**src/pkg/prwg_cfg.svh**
```systemverilog
// Constants for the protected register write guard
`ifndef PRWG_CFG_SVH
`define PRWG_CFG_SVH
`define PRWG_A_WAIT_CTRL 28'hfff_f66e
`define PRWG_A_UNLOCK 28'hfff_f1fc
`define PRWG_A_SYS 28'hfff_f802
`define PRWG_A_G0 28'hfff_f1fe
`define PRWG_A_G1 28'hfff_f828
`define PRWG_A_G2 28'hfff_f82e
`define PRWG_A_G3 28'hfff_f888
`define PRWG_A_G4 28'hfff_f891
`define PRWG_A_G5 28'hfff_f892
`define PRWG_A_G6 28'hfff_f9fc
`define PRWG_WAIT_CTRL_RST 8'h77
`define PRWG_SYS_RST 8'h00
`define PRWG_ERR_BIT 0
`define PRWG_I_BIT 4
`define PRWG_J_BIT 0
`define PRWG_BASE_CLKS 5'h03
`define PRWG_K_BASE 5'h02
`define PRWG_K_RD 3'h1
`define PRWG_K_CMP 3'h3
`define PRWG_K_WDT 3'h3
`endif

```
**src/pkg/prwg_pkg.sv**
```systemverilog
// Types for the protected register write guard
package prwg_pkg;
  typedef enum logic [1:0]
  {
    PRWG_CLS_PLAIN = 2'h0,
    PRWG_CLS_RESULT_RD = 2'h1,
    PRWG_CLS_CMP_WR = 2'h2,
    PRWG_CLS_WDT_WR = 2'h3
  } prwg_cls_t;

  typedef enum logic [2:0]
  {
    PRWG_ST_IDLE = 3'h1,
    PRWG_ST_WAIT = 3'h2,
    PRWG_ST_HANG = 3'h4
  } prwg_state_t;

  typedef struct packed
  {
    logic [27:0] addr;
    logic we;
    logic bitop;
    logic [7:0] wdata;
    prwg_cls_t cls;
    logic phase;
  } prwg_req_t;
endpackage

```
**src/hw/prwg_decode.sv**
```systemverilog
// Address decode of guarded, unlock, status and wait registers
`include "prwg_cfg.svh"
module prwg_decode (
  input wire logic [27:0] addr,
  output logic [6:0] hit,
  output logic is_unlock,
  output logic is_sys,
  output logic is_wait
);
  localparam logic [6:0][27:0] GUARD_ADDR = {`PRWG_A_G6, `PRWG_A_G5, `PRWG_A_G4, `PRWG_A_G3,
                                             `PRWG_A_G2, `PRWG_A_G1, `PRWG_A_G0};

  genvar g;
  generate
    for (g = 0; g < 7; g++)
    begin : gen_hit
      assign hit[g] = (addr == GUARD_ADDR[g]);
    end
  endgenerate

  assign is_unlock = (addr == `PRWG_A_UNLOCK);
  assign is_sys = (addr == `PRWG_A_SYS);
  assign is_wait = (addr == `PRWG_A_WAIT_CTRL);
endmodule

```
**src/hw/prwg_wait_calc.sv**
```systemverilog
// Peripheral access length from wait settings and sync factor
`include "prwg_cfg.svh"
module prwg_wait_calc (
  input wire logic i_sel,
  input wire logic j_sel,
  input wire logic [2:0] k,
  output logic [4:0] clks
);
  logic [9:0] prod;

  assign prod = {5'h00, `PRWG_K_BASE + {4'h0, j_sel}} * {7'h00, k};
  // Three clocks base, plus set waits, plus synchronisation stretch
  assign clks = `PRWG_BASE_CLKS + {4'h0, i_sel} + {4'h0, j_sel} + prod[4:0];
endmodule

```
**src/hw/prwg_guard.sv**
```systemverilog
// Protected register write guard with peripheral access timing
`include "prwg_cfg.svh"
module prwg_guard (
  input wire logic clock,
  input wire logic rst,
  input wire logic req_valid,
  input wire prwg_pkg::prwg_req_t req,
  input wire logic [7:0] periph_rdata,
  input wire logic wdt_running,
  input wire logic osc_unsafe,
  input wire logic opt_read_bad,
  output logic ack_q,
  output logic [7:0] rdata_q,
  output logic stall_q,
  output logic irq_hold_q,
  output logic [6:0] guard_we_q,
  output logic [7:0] guard_wdata_q,
  output logic [7:0] wait_ctrl_q,
  output logic prot_err_q
);
  // ----------------------------------------
  // Decode and timing
  // ----------------------------------------
  logic take;
  logic hang_go;
  logic [6:0] hit;
  logic is_unlock;
  logic is_sys;
  logic is_wait;
  logic [2:0] k;
  logic [4:0] clks;
  prwg_pkg::prwg_state_t st_q;
  prwg_pkg::prwg_state_t st_d;

  assign take = req_valid && (st_q == prwg_pkg::PRWG_ST_IDLE);
  // Sync access while on a slow or internal clock never completes
  assign hang_go = osc_unsafe && (req.cls != prwg_pkg::PRWG_CLS_PLAIN);

  prwg_decode u_decode (
    .addr(req.addr),
    .hit(hit),
    .is_unlock(is_unlock),
    .is_sys(is_sys),
    .is_wait(is_wait)
  );

  prwg_wait_calc u_wait (
    .i_sel(wait_ctrl_q[`PRWG_I_BIT]),
    .j_sel(wait_ctrl_q[`PRWG_J_BIT]),
    .k(k),
    .clks(clks)
  );

  logic cmp_last_q;
  logic cmp_last_d;

  always_comb
  begin
    k = 3'h0;
    case (req.cls)
      prwg_pkg::PRWG_CLS_RESULT_RD:
      begin
        if (!req.we)
          k = `PRWG_K_RD + {2'h0, req.phase};
      end
      prwg_pkg::PRWG_CLS_CMP_WR:
      begin
        if (!req.we)
          k = `PRWG_K_RD + {2'h0, req.phase};
        else if (cmp_last_q)
          k = `PRWG_K_CMP + {2'h0, req.phase};
      end
      prwg_pkg::PRWG_CLS_WDT_WR:
      begin
        if (req.we && wdt_running)
          k = `PRWG_K_WDT;
      end
      default:
      begin
        k = 3'h0;
      end
    endcase
  end

  // ----------------------------------------
  // Protection state
  // ----------------------------------------
  logic arm_q;
  logic arm_d;
  logic irq_hold_d;
  logic [6:0] guard_we_d;
  logic [7:0] guard_wdata_d;
  logic [7:0] wait_ctrl_d;
  logic prot_err_d;
  logic set_ev;
  logic clr_ev;
  logic clr_pri;

  always_comb
  begin
    arm_d = arm_q;
    irq_hold_d = irq_hold_q;
    guard_we_d = 7'h00;
    guard_wdata_d = guard_wdata_q;
    wait_ctrl_d = wait_ctrl_q;
    cmp_last_d = cmp_last_q;
    set_ev = opt_read_bad;
    clr_ev = 1'b0;
    clr_pri = 1'b0;
    if (take)
    begin
      cmp_last_d = req.we && (req.cls == prwg_pkg::PRWG_CLS_CMP_WR);
      // Reads leave the permission and the flag alone
      if (req.we)
      begin
        if (is_unlock)
        begin
          set_ev = set_ev | arm_q;
          arm_d = 1'b1;
          irq_hold_d = 1'b1;
        end
        else
        begin
          arm_d = 1'b0;
          irq_hold_d = 1'b0;
          if (|hit)
          begin
            if (arm_q)
            begin
              guard_we_d = hit;
              guard_wdata_d = req.wdata;
            end
            else
            begin
              set_ev = 1'b1;
            end
          end
          else if (arm_q)
          begin
            set_ev = 1'b1;
          end
          if (is_wait)
            wait_ctrl_d = req.wdata;
          if (is_sys && !req.wdata[`PRWG_ERR_BIT])
          begin
            clr_ev = 1'b1;
            clr_pri = arm_q;
          end
        end
      end
    end
    // Set beats clear, except a clear right after unlock, which only opt_read_bad beats
    if (clr_pri)
      prot_err_d = opt_read_bad;
    else
      prot_err_d = set_ev | (prot_err_q & ~clr_ev);
  end

  always_ff @(posedge clock or posedge rst)
  begin
    if (rst)
    begin
      arm_q <= 1'b0;
      irq_hold_q <= 1'b0;
      guard_we_q <= 7'h00;
      guard_wdata_q <= 8'h00;
      wait_ctrl_q <= `PRWG_WAIT_CTRL_RST;
      cmp_last_q <= 1'b0;
      prot_err_q <= 1'(`PRWG_SYS_RST >> `PRWG_ERR_BIT);
    end
    else
    begin
      arm_q <= arm_d;
      irq_hold_q <= irq_hold_d;
      guard_we_q <= guard_we_d;
      guard_wdata_q <= guard_wdata_d;
      wait_ctrl_q <= wait_ctrl_d;
      cmp_last_q <= cmp_last_d;
      prot_err_q <= prot_err_d;
    end
  end

  // ----------------------------------------
  // Access sequencer
  // ----------------------------------------
  logic [4:0] cnt_q;
  logic [4:0] cnt_d;
  logic [1:0] rsel_q;
  logic [1:0] rsel_d;
  logic ack_d;
  logic stall_d;
  logic [7:0] rdata_d;

  always_comb
  begin
    st_d = st_q;
    cnt_d = cnt_q;
    rsel_d = rsel_q;
    ack_d = 1'b0;
    stall_d = stall_q;
    rdata_d = rdata_q;
    case (st_q)
      prwg_pkg::PRWG_ST_IDLE:
      begin
        if (take)
        begin
          stall_d = 1'b1;
          cnt_d = clks - 5'h02;
          st_d = hang_go ? prwg_pkg::PRWG_ST_HANG : prwg_pkg::PRWG_ST_WAIT;
          if (is_wait)
            rsel_d = 2'h1;
          else if (is_sys)
            rsel_d = 2'h2;
          else if (is_unlock)
            rsel_d = 2'h3;
          else
            rsel_d = 2'h0;
        end
      end
      prwg_pkg::PRWG_ST_WAIT:
      begin
        if (cnt_q == 5'h00)
        begin
          st_d = prwg_pkg::PRWG_ST_IDLE;
          ack_d = 1'b1;
          stall_d = 1'b0;
          case (rsel_q)
            2'h1: rdata_d = wait_ctrl_q;
            2'h2: rdata_d = {7'h00, prot_err_q};
            2'h3: rdata_d = 8'h00;
            default: rdata_d = periph_rdata;
          endcase
        end
        else
        begin
          cnt_d = cnt_q - 5'h01;
        end
      end
      prwg_pkg::PRWG_ST_HANG:
      begin
        stall_d = 1'b1;
      end
      default:
      begin
        st_d = prwg_pkg::PRWG_ST_IDLE;
        stall_d = 1'b0;
      end
    endcase
  end

  always_ff @(posedge clock or posedge rst)
  begin
    if (rst)
    begin
      st_q <= prwg_pkg::PRWG_ST_IDLE;
      cnt_q <= 5'h00;
      rsel_q <= 2'h0;
      ack_q <= 1'b0;
      stall_q <= 1'b0;
      rdata_q <= 8'h00;
    end
    else
    begin
      st_q <= st_d;
      cnt_q <= cnt_d;
      rsel_q <= rsel_d;
      ack_q <= ack_d;
      stall_q <= stall_d;
      rdata_q <= rdata_d;
    end
  end

  // ----------------------------------------
  // Checks
  // ----------------------------------------
  logic [4:0] span_q;
  logic [4:0] exp_q;

  always_ff @(posedge clock or posedge rst)
  begin
    if (rst)
    begin
      span_q <= 5'h00;
      exp_q <= 5'h00;
    end
    else if (take)
    begin
      span_q <= 5'h01;
      exp_q <= clks;
    end
    else if (stall_q)
    begin
      span_q <= span_q + 5'h01;
    end
  end
endmodule

```
**config.mk**
```make
export PLATFORM = sky130hd
export DESIGN_NAME = prwg_guard
export DESIGN_NICKNAME = d
export VERILOG_FILES = /design/src/pkg/prwg_pkg.sv /design/src/hw/prwg_decode.sv /design/src/hw/prwg_wait_calc.sv /design/src/hw/prwg_guard.sv
export VERILOG_INCLUDE_DIRS = /design/src /design/src/pkg
export SDC_FILE = /design/constraint.sdc
export NUM_CORES = 1
export LEC_CHECK = 0
export ABC_AREA = 1
export BUFFER_PORTS_ARGS = -buffer_cell sky130_fd_sc_hd__buf_2
export CAP_MARGIN = 20
export CORE_MARGIN = 5
export CORE_UTILIZATION = 45
export DETAILED_ROUTE_END_ITERATION = 8
export GPL_TIMING_DRIVEN = 0
export PLACE_DENSITY = 0.77
export SETUP_SLACK_MARGIN = 0.4
export SLEW_MARGIN = 15
export SYNTH_ARGS = -nofsm -noshare
export SYNTH_HDL_FRONTEND = slang
export SYNTH_HIERARCHICAL = 1
export SYNTH_SLANG_ARGS = --single-unit
```
**constraint.sdc**
```tcl
create_clock -name clock -period 5.4 [get_ports clock]
set_input_delay 0.27 -clock clock [delete_from_list [all_inputs] [get_ports clock]]
set_output_delay 0.27 -clock clock [all_outputs]
set_load 0.02 [all_outputs]
```
==> results by stage, run 1 <==
STA:
- The period utilization is 0.567.
- Setup repair after global routing left no endpoint under its margin.
- The final-report max-slew violation count is 0.
- Setup violations remaining at the end of the flow were counted as 0.
- The clock period could shrink to 3060 ps.
- The largest clock skew in the final design is 5.88 ps.
- The achievable frequency is 0.327 GHz.
- The worst max-slew margin expressed relative to the limit is 0.653.
- For the pin with the worst max-slew slack, the measured transition is 519 ps.
- The count of endpoints failing hold in the final timing report was 0.
- The setup total negative slack is 0 ps.

Detailed routing:
- The first-iteration detailed-routing DRC count is 113.
- The post-detailed-routing wire length is 6.85 mm.
- The first detailed-routing pass ran for 4 iterations.
- The count of nets left with antenna violations once routing finished came out at 0.
- For this block, the via count after detailed routing is 2,819.
- After detailed routing, the average wire length per cell comes to 11.6 microns.
- The vias per cell is 4.79.
- For this run, design rule violations remaining after detail routing come to 0.

Worst setup path:
- The depth of the worst register-to-register path is 16.
- On the critical path, the stage with the largest delay is an instance of fa_1.
- The kind of start point of the critical path is a flip-flop.
- The data arrival time of the worst path is 3300 ps.
- Counting both buffers and inverters, the worst setup path holds a total of 4.
- The setup slack on the worst flop-to-flop path is 2340 ps.
- The worst setup path category is reg -> reg.
- The category of the worst setup path capture point is a flip-flop.
- The worst endpoint required time is 5640 ps.
- Of all nets on the critical path, the largest fanout is 3.
- The critical path crosses 16 cells after its start point.
- The dominant delay contributor by cell family on the critical path is adder cells.
- The maximum cell stage delay along the critical path is 430 ps.
- Traced cell by cell, the critical path runs through inv_1 > o21ai_0 > nand2_1 > o211ai_1 > nand2_1 > fa_1 > ha_1 > inv_1 > fa_1 > inv_1 > inv_1 > ha_1 > xnor2_1 > o21ai_0 > nand2_1 > nand2_1.

Logic synthesis:
- Counting every instance in the synthesized netlist gives 413.
- For this run, the number of Yosys warnings is 6.
- Summing every instance area after synthesis gives 2910 sq um.
- The top cell type by total area after synthesis is dfrtp_1.
- Averaged over all synthesized cells, the footprint is 7.04 sq um.
- Of the synthesized area, sequential elements account for 0.399.
- The most common cell in the synthesized netlist is nand2_1.
- Of the post-synthesis cell area, the dominant cell type holds 0.336.
- Sorting the synthesized cells by area gives the leading types as dfrtp_1, nand2_1, nor2_1, inv_1, dfstp_2.
- The net count of the mapped netlist is 478.
- Yosys mapped a number of flops with a built-in enable equal to 0.
- The synthesized design contains 46 register bits.
- The most common flop cell mapped by yosys is dfrtp_1.
- The netlist uses 30 different library cells.
- The commonest cells after synthesis are nand2_1, nor2_1, inv_1, dfrtp_1, nand3_1.
- After synthesis, the share of flip-flops with an asynchronous set or reset is 1.00.

GRT:
- The met2 usage in global routing is 0.286.
- The layer carrying the most global-route usage is met2.
- The global-route total usage across every layer is 0.169.
- The number of global-route vias before repair was 2,606.
- The maximum number of pins on one net before global-route repair is 35.
- The first-pass GRT wire length is 11.8 mm.
- For this run, global-route usage on met1 was measured as 0.223.
- The number of antenna violations at the first check in global routing is 0.
- For this run the aggregate overflow at the end of global routing stands at 0.
- The global-route met3 utilization is 0.0317.

Layout:
- The number of diodes is 0.
- After filler insertion, the fill cell instance count of the layout stands at 614.
- The final layout contains 575 nets.
- Of the cells placed in the final design, the portion with a size suffix greater than 1 is 0.258.
- The area growth from synthesis to layout is 23.4%.

Placement:
- The count of input and output buffers is 88.
- At the end of routability-driven placement, the weighted congestion stood at 0.892.
- The HPWL after detailed placement is 5.54 mm.

Power and ir drop:
- For this design the static power due to leakage is 1.93 nW.
- Across the VDD grid, the largest voltage drop is 0.000252 V.
- After layout, the design draws a total of 1.11 mW.
- For this design the ratio of total power to cell area is 310 nW/um^2.

Clocking:
- Clock-pin slew was measured on the worst setup and hold paths at 90 ps.
- The buffer depth of the longest clock path is 2.
- The clock tree synthesis step divided the H-tree into 2 levels.
- Clock latency on the worst-skew pair, taken at its later pin, is 300 ps.
- TritonCTS built the clock tree.
- The number of buffers created by CTS is 5.
- Post-CTS timing repair inserted 0 buffers for setup.
- In this run the clock root is driven by a clkbuf_8.
- The clock net sink count is 46.

Floorplan:
- For this design the top-level I/O count stands at 90.
- The row count is 29.
- The die covers 8170 sq um.
- The horizontal die dimension is 90.4 microns.
- The core box area is 6310 sq um.
- The initial standard-cell utilization of the core is 0.461.
- The die is 90.4 microns tall.

Hold path:
- The cell depth of the worst hold path is 3.
- The worst hold path class is in -> reg.

Run status:
- The run finished with clean final reports.

Run:
- The max-cap check violation count is 0.
## flip-flops by register name, indices dropped and copies added, names as in the netlist
name and cells:
ack_q 1, arm_q 1, cmp_last_q 1, cnt_q 5, guard_wdata_q 8, guard_we_q 7, prot_err_q 1, rdata_q 8
rsel_q 2, st_q 3, stall_q 1, wait_ctrl_q 8
## worst register-to-register path, stage by stage (launching register included)
cell      delay [ps]
dfrtp_1          370
inv_1             60
o21ai_0          140
nand2_1           90
o211ai_1         290
nand2_1          160
fa_1             430
ha_1             220
inv_1             80
fa_1             430
inv_1             90
inv_1             50
ha_1             180
xnor2_1          120
o21ai_0          150
nand2_1           80
nand2_1           70
## path summary, 6_finish.rpt
path,startpoint,endpoint
worst min register to register,cnt_q[1],cnt_q[1]
max in group asynchronous,rst,wait_ctrl_q[2]
worst max-delay path,cmp_last_q,cnt_q[3]
min in group asynchronous,rst,rdata_q[4]
worst min-delay path,opt_read_bad,prot_err_q
worst max register to register,cmp_last_q,cnt_q[3]
## cell usage in the layout, fill, tap and decap left out, types with 3 or more instances in the layout
master      n
nor2_1     74
o21ai_1    17
a31oi_1     7
nor2_4      4
nand3_2     4
a21oi_1     7
dfrtp_1    39
ha_1        8
inv_2       7
buf_2      88
buf_6       4
inv_1      59
o21ai_0    16
nand2_1   114
clkbuf_8    5
nand3_1    21
nor2_2      4
o211ai_1    3
dfstp_2     7
## logic make-up after synthesis
group,count (synthesis),synth area share
AO/OA/AOI/OAI,54,0.105
AND/OR/NAND/NOR,228,0.336
XOR/XNOR,2,0.00603
adder cells (fa/ha/maj),10,0.0482
buffers and inverters,73,0.106
flip-flops,46,0.399
## where the power goes
| group | switching (mW) | total [mW] | internal [mW] |
|---|---|---|---|
| registers | 0.0377 | 0.450 | 0.412 |
| clock network | 0.119 | 0.258 | 0.139 |
| logic | 0.260 | 0.403 | 0.143 |
## metal layers
| metal | wire length (microns) | vias up |
|---|---|---|
| met4 | 75 | 0 |
| met2 | 3350 | 64 |
| met5 | 0 | - |
| li1 | - | 1477 |
| met3 | 327 | 7 |
| met1 | 3090 | 1271 |
## through the flow
| step | util | cells | setup slack (ps) | cell area [sq um] | hold WS, ps |
|---|---|---|---|---|---|
| after floorplan | - | 413 | 2700 | 2910 | 383 |
| after global placement | 0.546 | 578 | 2440 | 3440 | 460 |
| after detailed placement | 0.549 | 579 | 2380 | 3460 | 237 |
| after CTS | 0.568 | 588 | 2360 | 3590 | 165 |
| after global routing | 0.568 | 588 | 2030 | 3590 | 179 |
| final | 0.568 | 588 | 2340 | 3590 | 173 |
## cell type report
cell class	count	area, sq um	area share
tap	77	96.3	0.0269
inverter	67	251	0.0701
clock inverter	3	43.8	0.0122
multi-input combinational	294	1440	0.401
clock buffer	5	68.8	0.0192
sequential	46	1160	0.323
buffer	6	56.3	0.0157
timing repair buffer	90	470	0.131
## what timing repair did
action,CTS,global route
endpoints found under the hold margin,11,0
hold buffers,1,0
gates resized for setup,0,0
Note: power is estimated with default switching activity, not from simulation.
==> run 2, diff against run 1 <==
ABC_AREA = 0   (was 1)
PLACE_DENSITY = 0.78   (was 0.77)
clock period = 3.1 ns   (was 5.4 ns; I/O delays follow)
==> run 2 against run 1 <==
Compared with the run above: synthesized cell count down 37%; clock skew up 2.6 ps; sequential power up 80%; register-to-register slack worse by 2000 ps; sequential share of layout area up 1.6 points; worst setup slack worse by 2000 ps; combinational power up 51%; via count down 18%; clock power up 40%; first-iteration DRC count down 17%; largest cell class unchanged; highest routed layer unchanged.
==> results by stage, run 2 <==
STA:
- Dividing the final minimum period by the clock period gives 0.906.
- The worst max-slew margin expressed relative to the limit is 0.522.
- The transition time at the pin with the least slew margin is 716 ps.
- On the final layout, the worst hold slack is 83.9 ps.
- Between clock sinks in the finished design, the worst skew comes to 8.47 ps.
- The final-report max-slew violation count was 0.
- The count of endpoints failing hold in the final timing report came to 0.
- Setup repair after global routing could not meet its margin everywhere.
- Summed over all failing endpoints, the final setup total negative slack is 0 ps.
- The final number of setup-violating endpoints is 0.
- The worst path needs 2810 ps of the cycle, external delays included.
- The achievable frequency is 0.356 GHz.

Clocking:
- The number of levels in the clock H-tree is 2.
- TritonCTS built the clock tree.
- The clock slew at the register clock pins of the worst setup and hold paths is 80 ps.
- The buffer depth of the longest clock path is 2.
- The clock net sink count is 46.
- For the worst-skew pair, the clock arrives at the later sink with an insertion delay of 290 ps.
- The number of buffers created by CTS is 5.
- The cell chosen for the clock root is clkbuf_8.

Floorplan:
- The row count is 28.
- From bottom edge to top edge, the die measures 87.0 microns.
- The horizontal die dimension is 87.0 microns.
- The core box area is 5850 sq um.
- The initial utilization of the core area, before any placement, comes to 0.456.
- The I/O pin count is 90.
- The floorplan step defined a die boundary enclosing 7560 sq um.

Placement:
- The HPWL after detailed placement is 4.90 mm.
- The count of input and output buffers is 87.
- Once placement completed, the tool counted placed cells totaling 424.
- The global placement routability congestion is 0.825.

Worst setup path:
- Walking the worst path, the cells encountered are nand2b_1 > o21ai_1 > a22o_1 > a21o_1 > nand2_1 > ha_1 > a21o_1 > inv_2 > fa_1 > inv_2 > inv_2 > ha_4 > xor2_1 > nor2_1 > a31oi_1 > o22a_1.
- The library cell appearing most often on the critical path is inv_2.
- On the critical path, the stage with the largest delay is an instance of fa_1.
- The startpoint identified for the worst register-to-register timing path is cmp_last_q.
- At the worst endpoint, the required time is 3280 ps.
- The worst setup path is launched from a flip-flop.
- Data arrives at the worst endpoint at 2990 ps.
- The critical path startpoint is cmp_last_q.
- The category of the worst setup path capture point is a flip-flop.
- The worst setup path category is reg -> reg.
- Along the worst path, the maximum fanout reaches 3.
- For this run, the slowest stage of the critical path takes 430 ps.

Logic synthesis:
- In this run the mean area of a mapped cell was 10.2 sq um.
- The fraction of registers with async set/reset is 1.00.
- Of all cell types, the one taking the most synthesized area is dfrtp_1.
- The number of distinct library cells after synthesis is 55.
- For this run, the number of Yosys warnings is 6.
- In this run the cell area of the synthesized design comes to 2670 sq um.
- dfrtp_1 is the most common cell in the netlist.
- Synthesis handed over a netlist of 261 instances.
- The synthesized design contains 46 register bits.
- The share of synthesized area occupied by flip-flops and latches is 0.435.
- The share of synthesized area in the top cell type comes to 0.366.
- The net count of the mapped netlist is 326.
- Ranked by total cell area, the synthesized netlist is headed by dfrtp_1, mux2_2, dfstp_2, mux2i_1, ha_1.
- By count the netlist is led by dfrtp_1, nand2_1, mux2_2, nor2_1, inv_1.
- The most common flop cell mapped by yosys is dfrtp_1.
- Yosys mapped a number of flops with a built-in enable equal to 0.

Detailed routing:
- The number of detailed-route iterations in the first pass is 4.
- In the routed layout, each cell is associated on average with a via count of 5.29.
- The detail-routed net length per standard cell is 14.1 microns.
- The detailed router placed 2,306 vias in this run.
- The post-detailed-routing wire length is 6.16 mm.
- The first-iteration detailed-routing DRC count is 94.
- The total DRC errors in the routed layout is 0.
- The remaining antenna violation count after routing is 0.

Hold path:
- The worst min-delay path startpoint is opt_read_bad.
- In this run the worst hold path is classified as in -> reg.

Power and ir drop:
- For this design the ratio of total power to cell area is 521 nW/um^2.
- The highest ir drop seen on vdd is 0.000283 V.
- The leakage power total is 1.67 nW.

Layout:
- The number of diodes is 0.
- The layout cell share with drive strength beyond 1 is 0.413.
- Leaving out filler cells and counting taps, the final layout contains 436.
- The final layout contains 425 nets.
- The library cell used most frequently in the layout, excluding fill and tap cells, is buf_2.
- In the layout the commonest cells are buf_2, dfrtp_1, nand2_1, mux2_2, nor2_1.
- The number of inserted filler cells in the final layout is 495.
- In the final layout, the registers with the most flip-flops are guard_wdata_q x8, rdata_q x8, wait_ctrl_q x8.
- Compared with the post-synthesis result, the final layout area differs by 28.0%.

GRT:
- The global-route total usage across every layer is 0.169.
- The number of global-route vias before repair is 2,347.
- Entering global routing, the biggest net connects 37 pins.
- The total grt overflow is 0.
- The number of antenna violations at the first check in global routing is 0.
- The first global-routing pass estimated 10.4 mm of wire.

Run:
- Max-cap violations in this run came to 0.

Run status:
- The run finished with clean final reports.
[run 2: cell types whose count changed after synthesis, sizes merged, moves of 9 or more]
cell / change
nor2: -65
mux2i: +12
nand3: -22
o31ai: +10
o21ai: -27
inv: -51
and2: +9
nand2: -95
mux2: +17
[run 2: layout make-up]
type / count / area, sq um / area share
Clock inverter: 1 / 5.00 / 0.00147
Timing Repair Buffer: 92 / 488 / 0.143
Buffer: 8 / 38.8 / 0.0114
Clock buffer: 7 / 86.3 / 0.0253
Tap cell: 75 / 93.8 / 0.0275
Sequential cell: 46 / 1160 / 0.340
Multi-Input combinational cell: 192 / 1490 / 0.435
Inverter: 15 / 56.3 / 0.0165
[run 2: worst paths after layout]
kind                                       end  slack [ps]  cells past startpoint
min in group asynchronous             cnt_q[0]         330                      3
worst min-delay path                prot_err_q          80                      2
worst max-delay path                  cnt_q[3]         290                     16
max in group asynchronous       wait_ctrl_q[0]        2230                      4
worst min register to register      rdata_q[0]         490                      2
worst max register to register        cnt_q[3]         290                     16
[run 2: metrics by stage]
step / worst slack [ps] / utilization / area, sq um / total power, mW
final: 292 / 0.583 / 3410 / 1.78
after floorplan: 406 / - / 2680 / 1.21
after global placement: 222 / 0.548 / 3210 / 1.38
after detailed placement: 142 / 0.552 / 3230 / 1.41
after global routing: 104 / 0.583 / 3410 / 1.91
after CTS: 254 / 0.583 / 3410 / 1.79
[run 2: timing repair]
item,4_1_cts,5_1_grt
hold buffers,1,0
resized for setup,12,2
setup endpoints to repair,3,3
pin swaps,12,4
endpoints found under the hold margin,9,0
setup buffers,3,0
[run 2: power by group]
group	leakage, nW	switching [mW]	total, mW	internal [mW]
sequential	0.557	0.0939	0.810	0.716
clock	0.0482	0.183	0.362	0.180
combinational	1.07	0.338	0.607	0.269
total	1.67	0.615	1.78	1.16
[run 2: critical path, delay by kind of cell, from the launching register on]
| family | cells | cell delay, ps |
|---|---|---|
| AO/OA/AOI/OAI | 6 | 880 |
| adder cells (fa/ha/maj) | 3 | 800 |
| flip-flops | 1 | 400 |
| AND/OR/NAND/NOR | 3 | 280 |
| buffers and inverters | 3 | 180 |
| XOR/XNOR | 1 | 150 |
[run 2: kinds of logic after synthesis]
logic type	after synthesis	share of synthesized area
AOI/OAI and AO/OA	45	0.112
xor gates and xnor gates	5	0.0164
adders and majority gates	10	0.0526
buffers and inverters	23	0.0343
DFF	46	0.435
muxes	29	0.117
and+or+nand+nor	103	0.233
[run 2: per-layer routing]
| layer | vias up | part of all wire | GRT usage |
|---|---|---|---|
| met5 | - | 0 | 0 |
| met4 | 0 | 0.0023 | 0.0312 |
| met3 | 2 | 0.066 | 0.0397 |
| met2 | 71 | 0.52 | 0.302 |
| met1 | 1080 | 0.41 | 0.208 |
| li1 | 1153 | - | - |
